[config.mk]
export PLATFORM = sky130hd
export DESIGN_NAME = capture_compare_unit
export DESIGN_NICKNAME = d
export VERILOG_FILES = /design/src/design/capture_compare_unit.v
export VERILOG_INCLUDE_DIRS = /design/src /design/src/design
export SDC_FILE = /design/constraint.sdc
export NUM_CORES = 1
export LEC_CHECK = 0
export BUFFER_PORTS_ARGS = -buffer_cell sky130_fd_sc_hd__clkbuf_2
export CORE_MARGIN = 2
export CORE_UTILIZATION = 40
export CTS_CLUSTER_SIZE = 16
export DETAILED_ROUTE_END_ITERATION = 8
export PLACE_DENSITY = 0.62
export REMOVE_ABC_BUFFERS = 1
export SKIP_CTS_REPAIR_TIMING = 1
export SLEW_MARGIN = 20
export SYNTH_ARGS = -nofsm -noshare
export SYNTH_HDL_FRONTEND = slang
export SYNTH_SLANG_ARGS = --single-unit
[constraint.sdc]
create_clock -name CORE_CLK_I -period 2 [get_ports CORE_CLK_I]
set_input_delay 0.1 -clock CORE_CLK_I [delete_from_list [all_inputs] [get_ports CORE_CLK_I]]
set_output_delay 0.1 -clock CORE_CLK_I [all_outputs]
set_load 0.01 [all_outputs]
[src/design/capture_compare_defs.vh]
`ifndef CAPTURE_COMPARE_DEFS_VH
`define CAPTURE_COMPARE_DEFS_VH

// ----------------------------------------
// register word addresses (byte address = 4 * index)
// ----------------------------------------
`define ADDR_UNIT1_CONTROL    4'h0
`define ADDR_UNIT1_VALUE_LOW  4'h1
`define ADDR_UNIT1_VALUE_HIGH 4'h2
`define ADDR_UNIT2_CONTROL    4'h3
`define ADDR_UNIT2_VALUE_LOW  4'h4
`define ADDR_UNIT2_VALUE_HIGH 4'h5
`define ADDR_TIME_BASE        4'h6
`define ADDR_FLAGS            4'h7

// ----------------------------------------
// field layout and reset values
// ----------------------------------------
`define CTRL_WRITE_MASK       8'h3f
`define CTRL_RESET            8'h00
`define VALUE_RESET           16'h0000
`define SEL_RESET             2'h0

// ----------------------------------------
// mode codes
// ----------------------------------------
`define MODE_OFF              4'h0
`define MODE_CMP_TOGGLE       4'h2
`define MODE_CAP_FALL         4'h4
`define MODE_CAP_RISE         4'h5
`define MODE_CAP_RISE4        4'h6
`define MODE_CAP_RISE16       4'h7
`define MODE_CMP_SET_HIGH     4'h8
`define MODE_CMP_SET_LOW      4'h9
`define MODE_CMP_SOFT         4'ha
`define MODE_CMP_SPECIAL      4'hb

`endif

[src/design/capture_compare_unit.v]
`timescale 1ns/10ps
`include "capture_compare_defs.vh"

module capture_compare_unit #(
    parameter WIDTH = 16
) (
    // clock and reset
    input  wire             CORE_CLK_I,
    input  wire             RST_I,
    // avalon-mm slave
    input  wire [3:0]       AVS_ADDRESS_I,
    input  wire             AVS_READ_I,
    input  wire             AVS_WRITE_I,
    input  wire [31:0]      AVS_WRITEDATA_I,
    input  wire [3:0]       AVS_BYTEENABLE_I,
    output reg  [31:0]      AVS_READDATA_O,
    output wire             AVS_WAITREQUEST_O,
    // timers
    input  wire [WIDTH-1:0] FIRST_TIMER_I,
    input  wire [WIDTH-1:0] THIRD_TIMER_I,
    output wire             FIRST_TIMER_CLEAR_O,
    output wire             THIRD_TIMER_CLEAR_O,
    // converter
    input  wire             CONVERTER_ENABLED_I,
    output wire             CONVERSION_START_O,
    // pins
    input  wire             UNIT1_PIN_I,
    input  wire             UNIT2_PIN_I,
    output wire             UNIT1_PIN_O,
    output wire             UNIT2_PIN_O,
    output wire             UNIT1_PIN_OWNED_O,
    output wire             UNIT2_PIN_OWNED_O,
    // event flags
    output wire             UNIT1_EVENT_FLAG_O,
    output wire             UNIT2_EVENT_FLAG_O
);

    // ----------------------------------------
    // helpers
    // ----------------------------------------
    function is_capture;
        input [3:0] m;
        begin
            is_capture = (m[3:2] == 2'b01);
        end
    endfunction

    function is_compare;
        input [3:0] m;
        begin
            is_compare = (m == `MODE_CMP_TOGGLE) || (m[3:2] == 2'b10);
        end
    endfunction

    function [7:0] byte_write;
        input [7:0] old;
        input [7:0] din;
        input       en;
        begin
            byte_write = en ? din : old;
        end
    endfunction

    // ----------------------------------------
    // state
    // ----------------------------------------
    reg  [5:0]       control1;
    reg  [5:0]       control2;
    reg  [WIDTH-1:0] value1;
    reg  [WIDTH-1:0] value2;
    reg  [1:0]       time_base_select;
    reg              flag1;
    reg              flag2;
    reg              out1;
    reg              out2;
    reg  [3:0]       presc1;
    reg  [3:0]       presc2;
    reg  [2:0]       sync1;
    reg  [2:0]       sync2;
    reg              cmp_hit1;
    reg              cmp_hit2;
    reg              read_pending;

    wire [3:0] mode1 = control1[3:0];
    wire [3:0] mode2 = control2[3:0];

    // ----------------------------------------
    // bus decode
    // ----------------------------------------
    wire wr_req = AVS_WRITE_I;
    wire lane0  = AVS_BYTEENABLE_I[0];

    // reads take one wait cycle so data comes from flops
    assign AVS_WAITREQUEST_O = AVS_READ_I && !read_pending;

    wire wr_ctrl1 = wr_req && lane0 && (AVS_ADDRESS_I == `ADDR_UNIT1_CONTROL);
    wire wr_low1  = wr_req && lane0 && (AVS_ADDRESS_I == `ADDR_UNIT1_VALUE_LOW);
    wire wr_high1 = wr_req && lane0 && (AVS_ADDRESS_I == `ADDR_UNIT1_VALUE_HIGH);
    wire wr_ctrl2 = wr_req && lane0 && (AVS_ADDRESS_I == `ADDR_UNIT2_CONTROL);
    wire wr_low2  = wr_req && lane0 && (AVS_ADDRESS_I == `ADDR_UNIT2_VALUE_LOW);
    wire wr_high2 = wr_req && lane0 && (AVS_ADDRESS_I == `ADDR_UNIT2_VALUE_HIGH);
    wire wr_sel   = wr_req && lane0 && (AVS_ADDRESS_I == `ADDR_TIME_BASE);
    wire wr_flags = wr_req && lane0 && (AVS_ADDRESS_I == `ADDR_FLAGS);

    // ----------------------------------------
    // time base selection
    // ----------------------------------------
    // select encoding
    wire unit1_third = time_base_select[1];
    wire unit2_third = time_base_select[1] | time_base_select[0];
    wire [WIDTH-1:0] base1 = unit1_third ? THIRD_TIMER_I : FIRST_TIMER_I;
    wire [WIDTH-1:0] base2 = unit2_third ? THIRD_TIMER_I : FIRST_TIMER_I;

    // ----------------------------------------
    // pin synchronisers and edges
    // ----------------------------------------
    // two flops before edge logic
    always @(posedge CORE_CLK_I or posedge RST_I) begin
        if (RST_I) begin
            sync1 <= 3'h0;
            sync2 <= 3'h0;
        end else begin
            sync1 <= {sync1[1:0], UNIT1_PIN_I};
            sync2 <= {sync2[1:0], UNIT2_PIN_I};
        end
    end

    // pin level seen even when driven
    wire rise1 = sync1[1] & ~sync1[2];
    wire fall1 = ~sync1[1] & sync1[2];
    wire rise2 = sync2[1] & ~sync2[2];
    wire fall2 = ~sync2[1] & sync2[2];

    wire cap1 = is_capture(mode1) &&
                ((mode1 == `MODE_CAP_FALL   && fall1) ||
                 (mode1 == `MODE_CAP_RISE   && rise1) ||
                 (mode1 == `MODE_CAP_RISE4  && rise1 && presc1[1:0] == 2'h3) ||
                 (mode1 == `MODE_CAP_RISE16 && rise1 && presc1 == 4'hf));
    wire cap2 = is_capture(mode2) &&
                ((mode2 == `MODE_CAP_FALL   && fall2) ||
                 (mode2 == `MODE_CAP_RISE   && rise2) ||
                 (mode2 == `MODE_CAP_RISE4  && rise2 && presc2[1:0] == 2'h3) ||
                 (mode2 == `MODE_CAP_RISE16 && rise2 && presc2 == 4'hf));

    // ----------------------------------------
    // compare match
    // ----------------------------------------
    // one event per entry into equality
    wire eq1    = is_compare(mode1) && (value1 == base1);
    wire eq2    = is_compare(mode2) && (value2 == base2);
    wire match1 = eq1 && !cmp_hit1;
    wire match2 = eq2 && !cmp_hit2;

    always @(posedge CORE_CLK_I or posedge RST_I) begin
        if (RST_I) begin
            cmp_hit1 <= 1'b0;
            cmp_hit2 <= 1'b0;
        end else begin
            cmp_hit1 <= eq1;
            cmp_hit2 <= eq2;
        end
    end

    wire special1 = match1 && (mode1 == `MODE_CMP_SPECIAL);
    wire special2 = match2 && (mode2 == `MODE_CMP_SPECIAL);

    assign FIRST_TIMER_CLEAR_O = (special1 && !unit1_third) || (special2 && !unit2_third);
    assign THIRD_TIMER_CLEAR_O = (special1 && unit1_third) || (special2 && unit2_third);
    assign CONVERSION_START_O  = special2 && CONVERTER_ENABLED_I;

    // ----------------------------------------
    // prescaler counters
    // ----------------------------------------
    always @(posedge CORE_CLK_I or posedge RST_I) begin
        if (RST_I) begin
            presc1 <= 4'h0;
            presc2 <= 4'h0;
        end else begin
            // cleared when off or not capturing
            if (!is_capture(mode1) || wr_ctrl1 && !is_capture(AVS_WRITEDATA_I[3:0]))
                presc1 <= 4'h0;
            else if (rise1)
                presc1 <= presc1 + 4'h1;
            if (!is_capture(mode2) || wr_ctrl2 && !is_capture(AVS_WRITEDATA_I[3:0]))
                presc2 <= 4'h0;
            else if (rise2)
                presc2 <= presc2 + 4'h1;
        end
    end

    // ----------------------------------------
    // registers
    // ----------------------------------------
    always @(posedge CORE_CLK_I or posedge RST_I) begin
        if (RST_I) begin
            control1         <= 6'h00;
            control2         <= 6'h00;
            value1           <= `VALUE_RESET;
            value2           <= `VALUE_RESET;
            time_base_select <= `SEL_RESET;
        end else begin
            if (wr_ctrl1)
                control1 <= AVS_WRITEDATA_I[5:0];
            if (wr_ctrl2)
                control2 <= AVS_WRITEDATA_I[5:0];
            if (wr_sel)
                time_base_select <= AVS_WRITEDATA_I[1:0];
            if (cap1)
                value1 <= base1;
            else
                value1 <= {byte_write(value1[15:8], AVS_WRITEDATA_I[7:0], wr_high1),
                           byte_write(value1[7:0], AVS_WRITEDATA_I[7:0], wr_low1)};
            if (cap2)
                value2 <= base2;
            else
                value2 <= {byte_write(value2[15:8], AVS_WRITEDATA_I[7:0], wr_high2),
                           byte_write(value2[7:0], AVS_WRITEDATA_I[7:0], wr_low2)};
        end
    end

    // ----------------------------------------
    // event flags
    // ----------------------------------------
    // only documented modes raise events
    wire act1 = cap1 || (match1 && mode1 != `MODE_OFF);
    wire act2 = cap2 || (match2 && mode2 != `MODE_OFF);

    always @(posedge CORE_CLK_I or posedge RST_I) begin
        if (RST_I) begin
            flag1 <= 1'b0;
            flag2 <= 1'b0;
        end else begin
            if (act1)
                flag1 <= 1'b1;
            else if (wr_flags && AVS_WRITEDATA_I[0])
                flag1 <= 1'b0;
            if (act2)
                flag2 <= 1'b1;
            else if (wr_flags && AVS_WRITEDATA_I[1])
                flag2 <= 1'b0;
        end
    end

    assign UNIT1_EVENT_FLAG_O = flag1;
    assign UNIT2_EVENT_FLAG_O = flag2;

    // ----------------------------------------
    // compare output latches
    // ----------------------------------------
    always @(posedge CORE_CLK_I or posedge RST_I) begin
        if (RST_I) begin
            out1 <= 1'b0;
            out2 <= 1'b0;
        end else begin
            // control write of zero forces low
            if (wr_ctrl1 && AVS_WRITEDATA_I[3:0] == `MODE_OFF)
                out1 <= 1'b0;
            else if (wr_ctrl1 && AVS_WRITEDATA_I[3:0] == `MODE_CMP_SET_HIGH)
                out1 <= 1'b0;
            else if (wr_ctrl1 && AVS_WRITEDATA_I[3:0] == `MODE_CMP_SET_LOW)
                out1 <= 1'b1;
            else if (match1) begin
                case (mode1)
                    `MODE_CMP_TOGGLE:   out1 <= ~out1;
                    `MODE_CMP_SET_HIGH: out1 <= 1'b1;
                    `MODE_CMP_SET_LOW:  out1 <= 1'b0;
                    default:            out1 <= out1;
                endcase
            end
            if (wr_ctrl2 && AVS_WRITEDATA_I[3:0] == `MODE_OFF)
                out2 <= 1'b0;
            else if (wr_ctrl2 && AVS_WRITEDATA_I[3:0] == `MODE_CMP_SET_HIGH)
                out2 <= 1'b0;
            else if (wr_ctrl2 && AVS_WRITEDATA_I[3:0] == `MODE_CMP_SET_LOW)
                out2 <= 1'b1;
            else if (match2) begin
                case (mode2)
                    `MODE_CMP_TOGGLE:   out2 <= ~out2;
                    `MODE_CMP_SET_HIGH: out2 <= 1'b1;
                    `MODE_CMP_SET_LOW:  out2 <= 1'b0;
                    default:            out2 <= out2;
                endcase
            end
        end
    end

    // soft mode leaves pin to port
    assign UNIT1_PIN_O       = out1;
    assign UNIT2_PIN_O       = out2;
    assign UNIT1_PIN_OWNED_O = is_compare(mode1) && mode1 != `MODE_CMP_SOFT && mode1 != `MODE_CMP_SPECIAL;
    assign UNIT2_PIN_OWNED_O = is_compare(mode2) && mode2 != `MODE_CMP_SOFT && mode2 != `MODE_CMP_SPECIAL;

    // ----------------------------------------
    // read path
    // ----------------------------------------
    always @(posedge CORE_CLK_I or posedge RST_I) begin
        if (RST_I) begin
            read_pending   <= 1'b0;
            AVS_READDATA_O <= 32'h00000000;
        end else begin
            read_pending <= AVS_READ_I && !read_pending;
            if (AVS_READ_I && !read_pending) begin
                case (AVS_ADDRESS_I)
                    `ADDR_UNIT1_CONTROL:    AVS_READDATA_O <= {26'h0, control1};
                    `ADDR_UNIT1_VALUE_LOW:  AVS_READDATA_O <= {24'h0, value1[7:0]};
                    `ADDR_UNIT1_VALUE_HIGH: AVS_READDATA_O <= {24'h0, value1[15:8]};
                    `ADDR_UNIT2_CONTROL:    AVS_READDATA_O <= {26'h0, control2};
                    `ADDR_UNIT2_VALUE_LOW:  AVS_READDATA_O <= {24'h0, value2[7:0]};
                    `ADDR_UNIT2_VALUE_HIGH: AVS_READDATA_O <= {24'h0, value2[15:8]};
                    `ADDR_TIME_BASE:        AVS_READDATA_O <= {30'h0, time_base_select};
                    `ADDR_FLAGS:            AVS_READDATA_O <= {30'h0, flag2, flag1};
                    default:                AVS_READDATA_O <= 32'h00000000;
                endcase
            end
        end
    end

endmodule

==> results_dict.tcl, run 1 <==
set metrics [dict create \
    outcome "finished, violations left" \
    violations "setup timing" \
    endpoint_kind "primary output" \
    crit_type "flop to primary output" \
    port_buffers 69 \
    rows 40 \
    syn_inst 549 \
    fill_cells 1149 \
    fin_crit_ns 2.945 \
    clock_skew_ns 0.008584 \
    diodes 0 \
    dpl_cell_area_um2 6155 \
    routed_wl_um 15980 \
    hold_viol 0 \
    synthArstFlopShare 1.000 \
    slew_violations 0 \
    grt_pass1_vias 4651 \
    overflow 0 \
    worst_pin_slew_ns 0.5289 \
    synth-edff-count 0 \
    avgSynthCellArea_um2 9.123 \
    multi_input_area_um2 2980 \
    power.density_nw_per_um2 1114 \
    core_area_um2 12110 \
    gp_congestion 0.9142 \
    worst_slack_ns -0.9448 \
    grt_pass1_wl_um 24940 \
    clk_latency_ns 0.35 \
    cts-root-buf "clkbuf_16" \
    globalRouteTotalUtil 0.2456 \
    numCtsBuffers 9 \
    p_total_uw 7450 \
    synth_cell_types 56 \
    yosysSeqAreaShare 0.3747 \
    seqCellArea_um2 1878 \
    clk_pin_slew_ns 0.06 \
    firstDrtPassIters 5 \
    cts_max_path_buffers 2 \
    pre_cts_slack_ns -0.5590 \
    stdcell_count 880 \
    layout.nets 788 \
    ys_ff_latch 75 \
    min_path_type "input port to flop" \
    leakagePower_uw 0.003084 \
    syn_area_um2 5009 \
    period_share 1.472 \
    antenna_left 0 \
    tritoncts "done" \
    dp.cells 857 \
    slew_headroom 0.6474 \
    dieArea_um2 13430 \
    grt_max_degree 76 \
    vias 4642 \
    ys_dominant_reg_cell "dfrtp_1" \
    cts_max_level 3 \
    drcViolationCount 0 \
    wl_per_cell_um 18.16 \
    io_pins 121 \
    post-route-cell-area_um2 6686 \
    setup-violations-final 8 \
    die_h_um 115.9 \
    drt-vias-per-instance 5.275 \
    antenna_found_initial 0 \
    required_ns 1.90 \
    initial_utilization 0.4135 \
    dpl.hpwl_um 12080 \
    irDropWorstVdd_mv 0.6913 \
    start_kind "flop" \
    crit_path_max_fanout 17 \
    rsz0062_at_grt "true" \
    drv_cap 0 \
    syn2layout_area_growth_pct 33.50 \
    fin_util 0.5521 \
    cp.arrival_ns 2.84 \
    clock-sinks 75 \
    fmax_ghz 0.3396 \
    drive_above_1_share 0.3581 \
    yosys_warnings 0 \
    first_iter_violations 329 \
    die_w_um 115.9 \
]
==> sequential cells by signal, summed over array words and instances, names as in the netlist, 2 cells and up <==
name              flops
sync1                 3
sync2                 3
control1              6
value2               16
AVS_READDATA_O        8
control2              6
presc1                4
value1               16
presc2                4
time_base_select      2
==> synth_stat cells (3+ instances only) <==
cell type | count | area [um2]
a21oi_1 | 19 | 95.09
a221oi_1 | 3 | 26.28
a22o_1 | 3 | 26.28
a22oi_1 | 4 | 30.03
a31oi_1 | 3 | 18.77
buf_1 | 6 | 22.52
buf_4 | 26 | 195.2
clkbuf_1 | 17 | 63.81
dfrtp_1 | 75 | 1877
inv_1 | 16 | 60.06
mux2_2 | 40 | 450.4
mux2i_1 | 44 | 440.4
nand2_1 | 71 | 266.5
nand2b_1 | 9 | 56.30
nand3_1 | 9 | 45.04
nand4_1 | 7 | 43.79
nand4b_1 | 3 | 26.28
nor2_1 | 37 | 138.9
nor2b_1 | 12 | 75.07
nor3_1 | 7 | 35.03
nor3b_1 | 3 | 22.52
nor4_1 | 10 | 62.56
o2111ai_1 | 3 | 26.28
o21ai_0 | 41 | 205.2
o22ai_1 | 8 | 50.05
or3_1 | 3 | 18.77
xnor2_1 | 22 | 192.7
xor2_1 | 13 | 113.9
==> metrics by stage <==
stage,TNS (ns),hold WS (ns)
2_1_floorplan,-8.621,0.1314
3_3_place_gp,-2.884,0.2108
3_5_place_dp,-3.257,0.2105
4_1_cts,-4.433,-0.1562
5_1_grt,-5.484,0.09655
6_report,-4.505,0.08911
==> placed cells by master, fill, tap and decap left out, types with 8 or more instances in the layout <==
master,instances
a21oi_1,19
buf_4,99
clkbuf_16,9
clkbuf_2,68
conb_1,24
dfrtp_1,74
inv_1,15
mux2_2,40
mux2i_1,32
mux2i_2,8
nand2_1,71
nand2b_1,9
nand3_1,9
nor2_1,37
nor2b_1,12
o21ai_0,41
o22ai_1,8
xnor2_1,22
xor2_1,13
==> worst paths after layout <==
kind | slack (ns) | depth (start not counted) | end | start
worst max-delay path | -0.94 | 11 | THIRD_TIMER_CLEAR_O | time_base_select[1]$_DFFE_PP0P_
worst min-delay path | 0.09 | 3 | control2[5]$_DFFE_PP0P_ | AVS_WRITEDATA_I[5]
worst max register to register | -0.56 | 11 | UNIT2_PIN_O$_DFFE_PP0P_ | time_base_select[1]$_DFFE_PP0P_
worst min register to register | 0.35 | 0 | sync2[1]$_DFF_PP0_ | sync2[0]$_DFF_PP0_
max in group asynchronous | 1.27 | 4 | time_base_select[0]$_DFFE_PP0P_ | RST_I
min in group asynchronous | 0.39 | 4 | control2[4]$_DFFE_PP0P_ | RST_I
==> power by group <==
part | total, uW | leakage [uW] | switching, uW | internal, uW
Clock | 1910 | 0.000163 | 657 | 1250
Sequential | 2320 | 0.000929 | 377 | 1950
Combinational | 3220 | 0.00199 | 1560 | 1660
Total | 7450 | 0.00308 | 2590 | 4860
==> critical path, stage by stage, from the launching register on <==
cell	delay (ns)
dfrtp_1	0.40
buf_12	0.17
nor2_4	0.16
buf_8	0.18
mux2i_4	0.26
xor2_1	0.21
nand4_1	0.23
nor4_4	0.32
buf_4	0.18
a41oi_1	0.12
a21oi_1	0.13
buf_2	0.15
==> routing by layer <==
layer | wire length [um] | global-route usage | vias up
met4 | 306 | 0.06825 | 0
met5 | 0 | 0 | -
met2 | 7392 | 0.3973 | 173
met3 | 1074 | 0.06015 | 23
li1 | - | - | 2215
met1 | 7206 | 0.3293 | 2231
==> layout make-up <==
| type | instances | area share |
|---|---|---|
| Clock buffer | 12 | 0.03686 |
| Clock inverter | 4 | 0.01460 |
| Inverter | 16 | 0.008982 |
| Multi-Input combinational cell | 429 | 0.4457 |
| Sequential cell | 75 | 0.2809 |
| Tap cell | 168 | 0.03144 |
| Timing Repair Buffer | 176 | 0.1815 |
==> kinds of logic (layout without fill, tap and decap cells) <==
group / Yosys count / after routing / share of synthesized area
fa+ha+maj: 2 / 2 / 0.004995
buf+inv: 68 / 208 / 0.07369
xor+xnor: 35 / 35 / 0.06120
other cells: 1 / 24 / 0.0007487
compound gates: 104 / 104 / 0.1322
mux: 84 / 84 / 0.1779
simple gates: 180 / 180 / 0.1746
flops: 75 / 75 / 0.3747
Note: power is estimated with default switching activity, not from simulation.
==> inputs of run 2 (changes only) <==
--- a/config.mk
+++ b/config.mk
@@ -7,12 +7,14 @@
 export NUM_CORES = 1
 export LEC_CHECK = 0
 export BUFFER_PORTS_ARGS = -buffer_cell sky130_fd_sc_hd__clkbuf_2
+export CORE_ASPECT_RATIO = 1.2
 export CORE_MARGIN = 2
 export CORE_UTILIZATION = 40
 export CTS_CLUSTER_SIZE = 16
 export DETAILED_ROUTE_END_ITERATION = 8
 export PLACE_DENSITY = 0.62
 export REMOVE_ABC_BUFFERS = 1
+export SETUP_SLACK_MARGIN = 0.02
 export SKIP_CTS_REPAIR_TIMING = 1
 export SLEW_MARGIN = 20
 export SYNTH_ARGS = -nofsm -noshare
==> run 2 against run 1 <==
  * Flip-flop and latch count unchanged
  * Cell count down 1.6%
  * Critical path type unchanged
  * Largest power group unchanged
  * Non-clock buffer count down 7
  * Register-to-register slack worse by 0.06 ns
  * Maximum frequency about the same
  * Sequential share of layout area down 0.59 points
  * Clock power down 6%
  * The run still ends with setup timing left
  * Clock-buffer cell count down 2
  * Global-route usage down 0.91 points
  * Die area about the same
==> results_dict.tcl, run 2 (synthesized netlist as in run 1, its figures left out) <==
set metrics [dict create \
    vias 4685 \
    worst_path_max_delay_cell "dfrtp_1" \
    grt_pass1_wl_um 24550 \
    r2r_cells 12 \
    multi_input_area_um2 3171 \
    dpl_cell_area_um2 6038 \
    dieArea_um2 13440 \
    cpMostUsedCell "buf_6" \
    slew_violations 0 \
    seqCellArea_um2 1877 \
    drcViolationCount 0 \
    top_regs "value1: 16 flops, value2: 16 flops, AVS_READDATA_O: 8 flops" \
    core_area_um2 12170 \
    crit_path_max_fanout 4 \
    holdWs_ns 0.07880 \
    clock-sinks 75 \
    dpl.hpwl_um 11980 \
    slowest_delay_ns 0.45 \
    tritoncts "done" \
    cts-root-buf "clkbuf_16" \
    outcome "finished, violations left" \
    leakagePower_uw 0.003106 \
    cts_max_level 3 \
    worst_slack_ns -0.9468 \
    fin_crit_ns 2.947 \
    hold_viol 0 \
    rows 44 \
    start_kind "flop" \
    violations "setup timing" \
    first_iter_violations 295 \
    setup-violations-final 8 \
    globalRouteTotalUtil 0.2365 \
    period_share 1.473 \
    pre_cts_slack_ns -0.6081 \
    port_buffers 69 \
    drt-vias-per-instance 5.410 \
    layout_commonest_cell "buf_4" \
    diodes 0 \
    die_h_um 126.6 \
    initial_utilization 0.4117 \
    firstDrtPassIters 7 \
    layout.nets 781 \
    fmax_ghz 0.3394 \
    worstHoldPathCells 3 \
    post-route-cell-area_um2 6825 \
    slew_headroom 0.6222 \
    drive_above_1_share 0.3830 \
    endpoint_kind "primary output" \
    cp.arrival_ns 2.85 \
    grt_max_degree 76 \
    antenna_left 0 \
    path_cells "buf_6 > buf_6 > nor3b_4 > or3_4 > a211oi_4 > o2111ai_2 > nor4_4 > buf_4 > nand4b_1 > a21oi_2 > buf_2" \
    crit_type "flop to primary output" \
    wl_per_cell_um 18.72 \
    overflow 0 \
    power.density_nw_per_um2 1131 \
    syn2layout_area_growth_pct 36.27 \
    min_path_type "input port to flop" \
    hold_start "AVS_WRITEDATA_I[4]" \
    die_w_um 106.2 \
    clk_latency_ns 0.34 \
    numCtsBuffers 9 \
    rsz0062_at_grt "true" \
    worst_pin_slew_ns 0.5588 \
    cts_max_path_buffers 2 \
    finalSetupTns_ns -4.845 \
    fill_cells 1101 \
    irDropWorstVdd_mv 0.5669 \
    routed_wl_um 16210 \
    clock_skew_ns 0.006501 \
    gp_congestion 0.9472 \
    cp-startpoint "time_base_select[1]$_DFFE_PP0P_" \
    io_pins 121 \
    grt_pass1_vias 4605 \
    antenna_found_initial 0 \
    reg2reg_from "time_base_select[1]$_DFFE_PP0P_" \
    final_cell_mix "buf_4, dfrtp_1, nand2_1" \
    required_ns 1.90 \
    clk_pin_slew_ns 0.06 \
    drv_cap 0 \
]
[run 2: cell count changes in the layout (fill, tap and decap cells not counted), sizes merged]
| cell | delta |
|---|---|
| buf | -5 |
| bufinv | -1 |
| clkinv | +2 |
| clkinvlp | +1 |
| clkbuf | -4 |
[run 2: path summary, 6_finish.rpt]
path	to	slack, ns
worst max-delay path	FIRST_TIMER_CLEAR_O	-0.95
worst min-delay path	control2[4]$_DFFE_PP0P_	0.08
worst max register to register	UNIT2_PIN_O$_DFFE_PP0P_	-0.62
worst min register to register	sync1[1]$_DFF_PP0_	0.36
max in group asynchronous	value1[15]$_DFFE_PP0P_	1.26
min in group asynchronous	read_pending$_DFF_PP0_	0.36
[run 2: area by class of cell]
class,instances,area share
flip-flops and latches,75,0.2750
well taps,161,0.02951
inverters,16,0.008799
clock buffers,10,0.03501
clock inverters,6,0.01302
multi-input cells,429,0.4645
repair buffers,169,0.1742
[run 2: report_power, final]
group          switching [uW]  leakage (uW)  internal [uW]
combinational            1710       0.00202           1860
sequential                404      0.000930           1940
clock                     672      0.000155           1130
[run 2: critical path: cells and delay by family, from the launching register on]
kind,cells,cell delay [ns]
AND/OR/NAND/NOR,4,0.84
AO/OA/AOI/OAI,3,0.64
flip-flops,1,0.45
buffers and inverters,4,0.58
[run 2: metal layers]
metal	routed length, um	vias to the layer above	GRT usage	share of wire
met3	751	44	0.03289	0.046
li1	-	2191	-	-
met2	7882	172	0.3974	0.49
met4	675	0	0.1091	0.042
met5	0	-	0	0
met1	6900	2278	0.3006	0.43
[run 2: per-stage QoR]
step                  util  instances  total power (uW)
finish              0.5610        866              7720
global route        0.5610        866              8155
CTS                 0.5232        855              7261
detailed placement  0.4963        839              5442
global placement    0.4963        839              5365
floorplan                -        520              3958
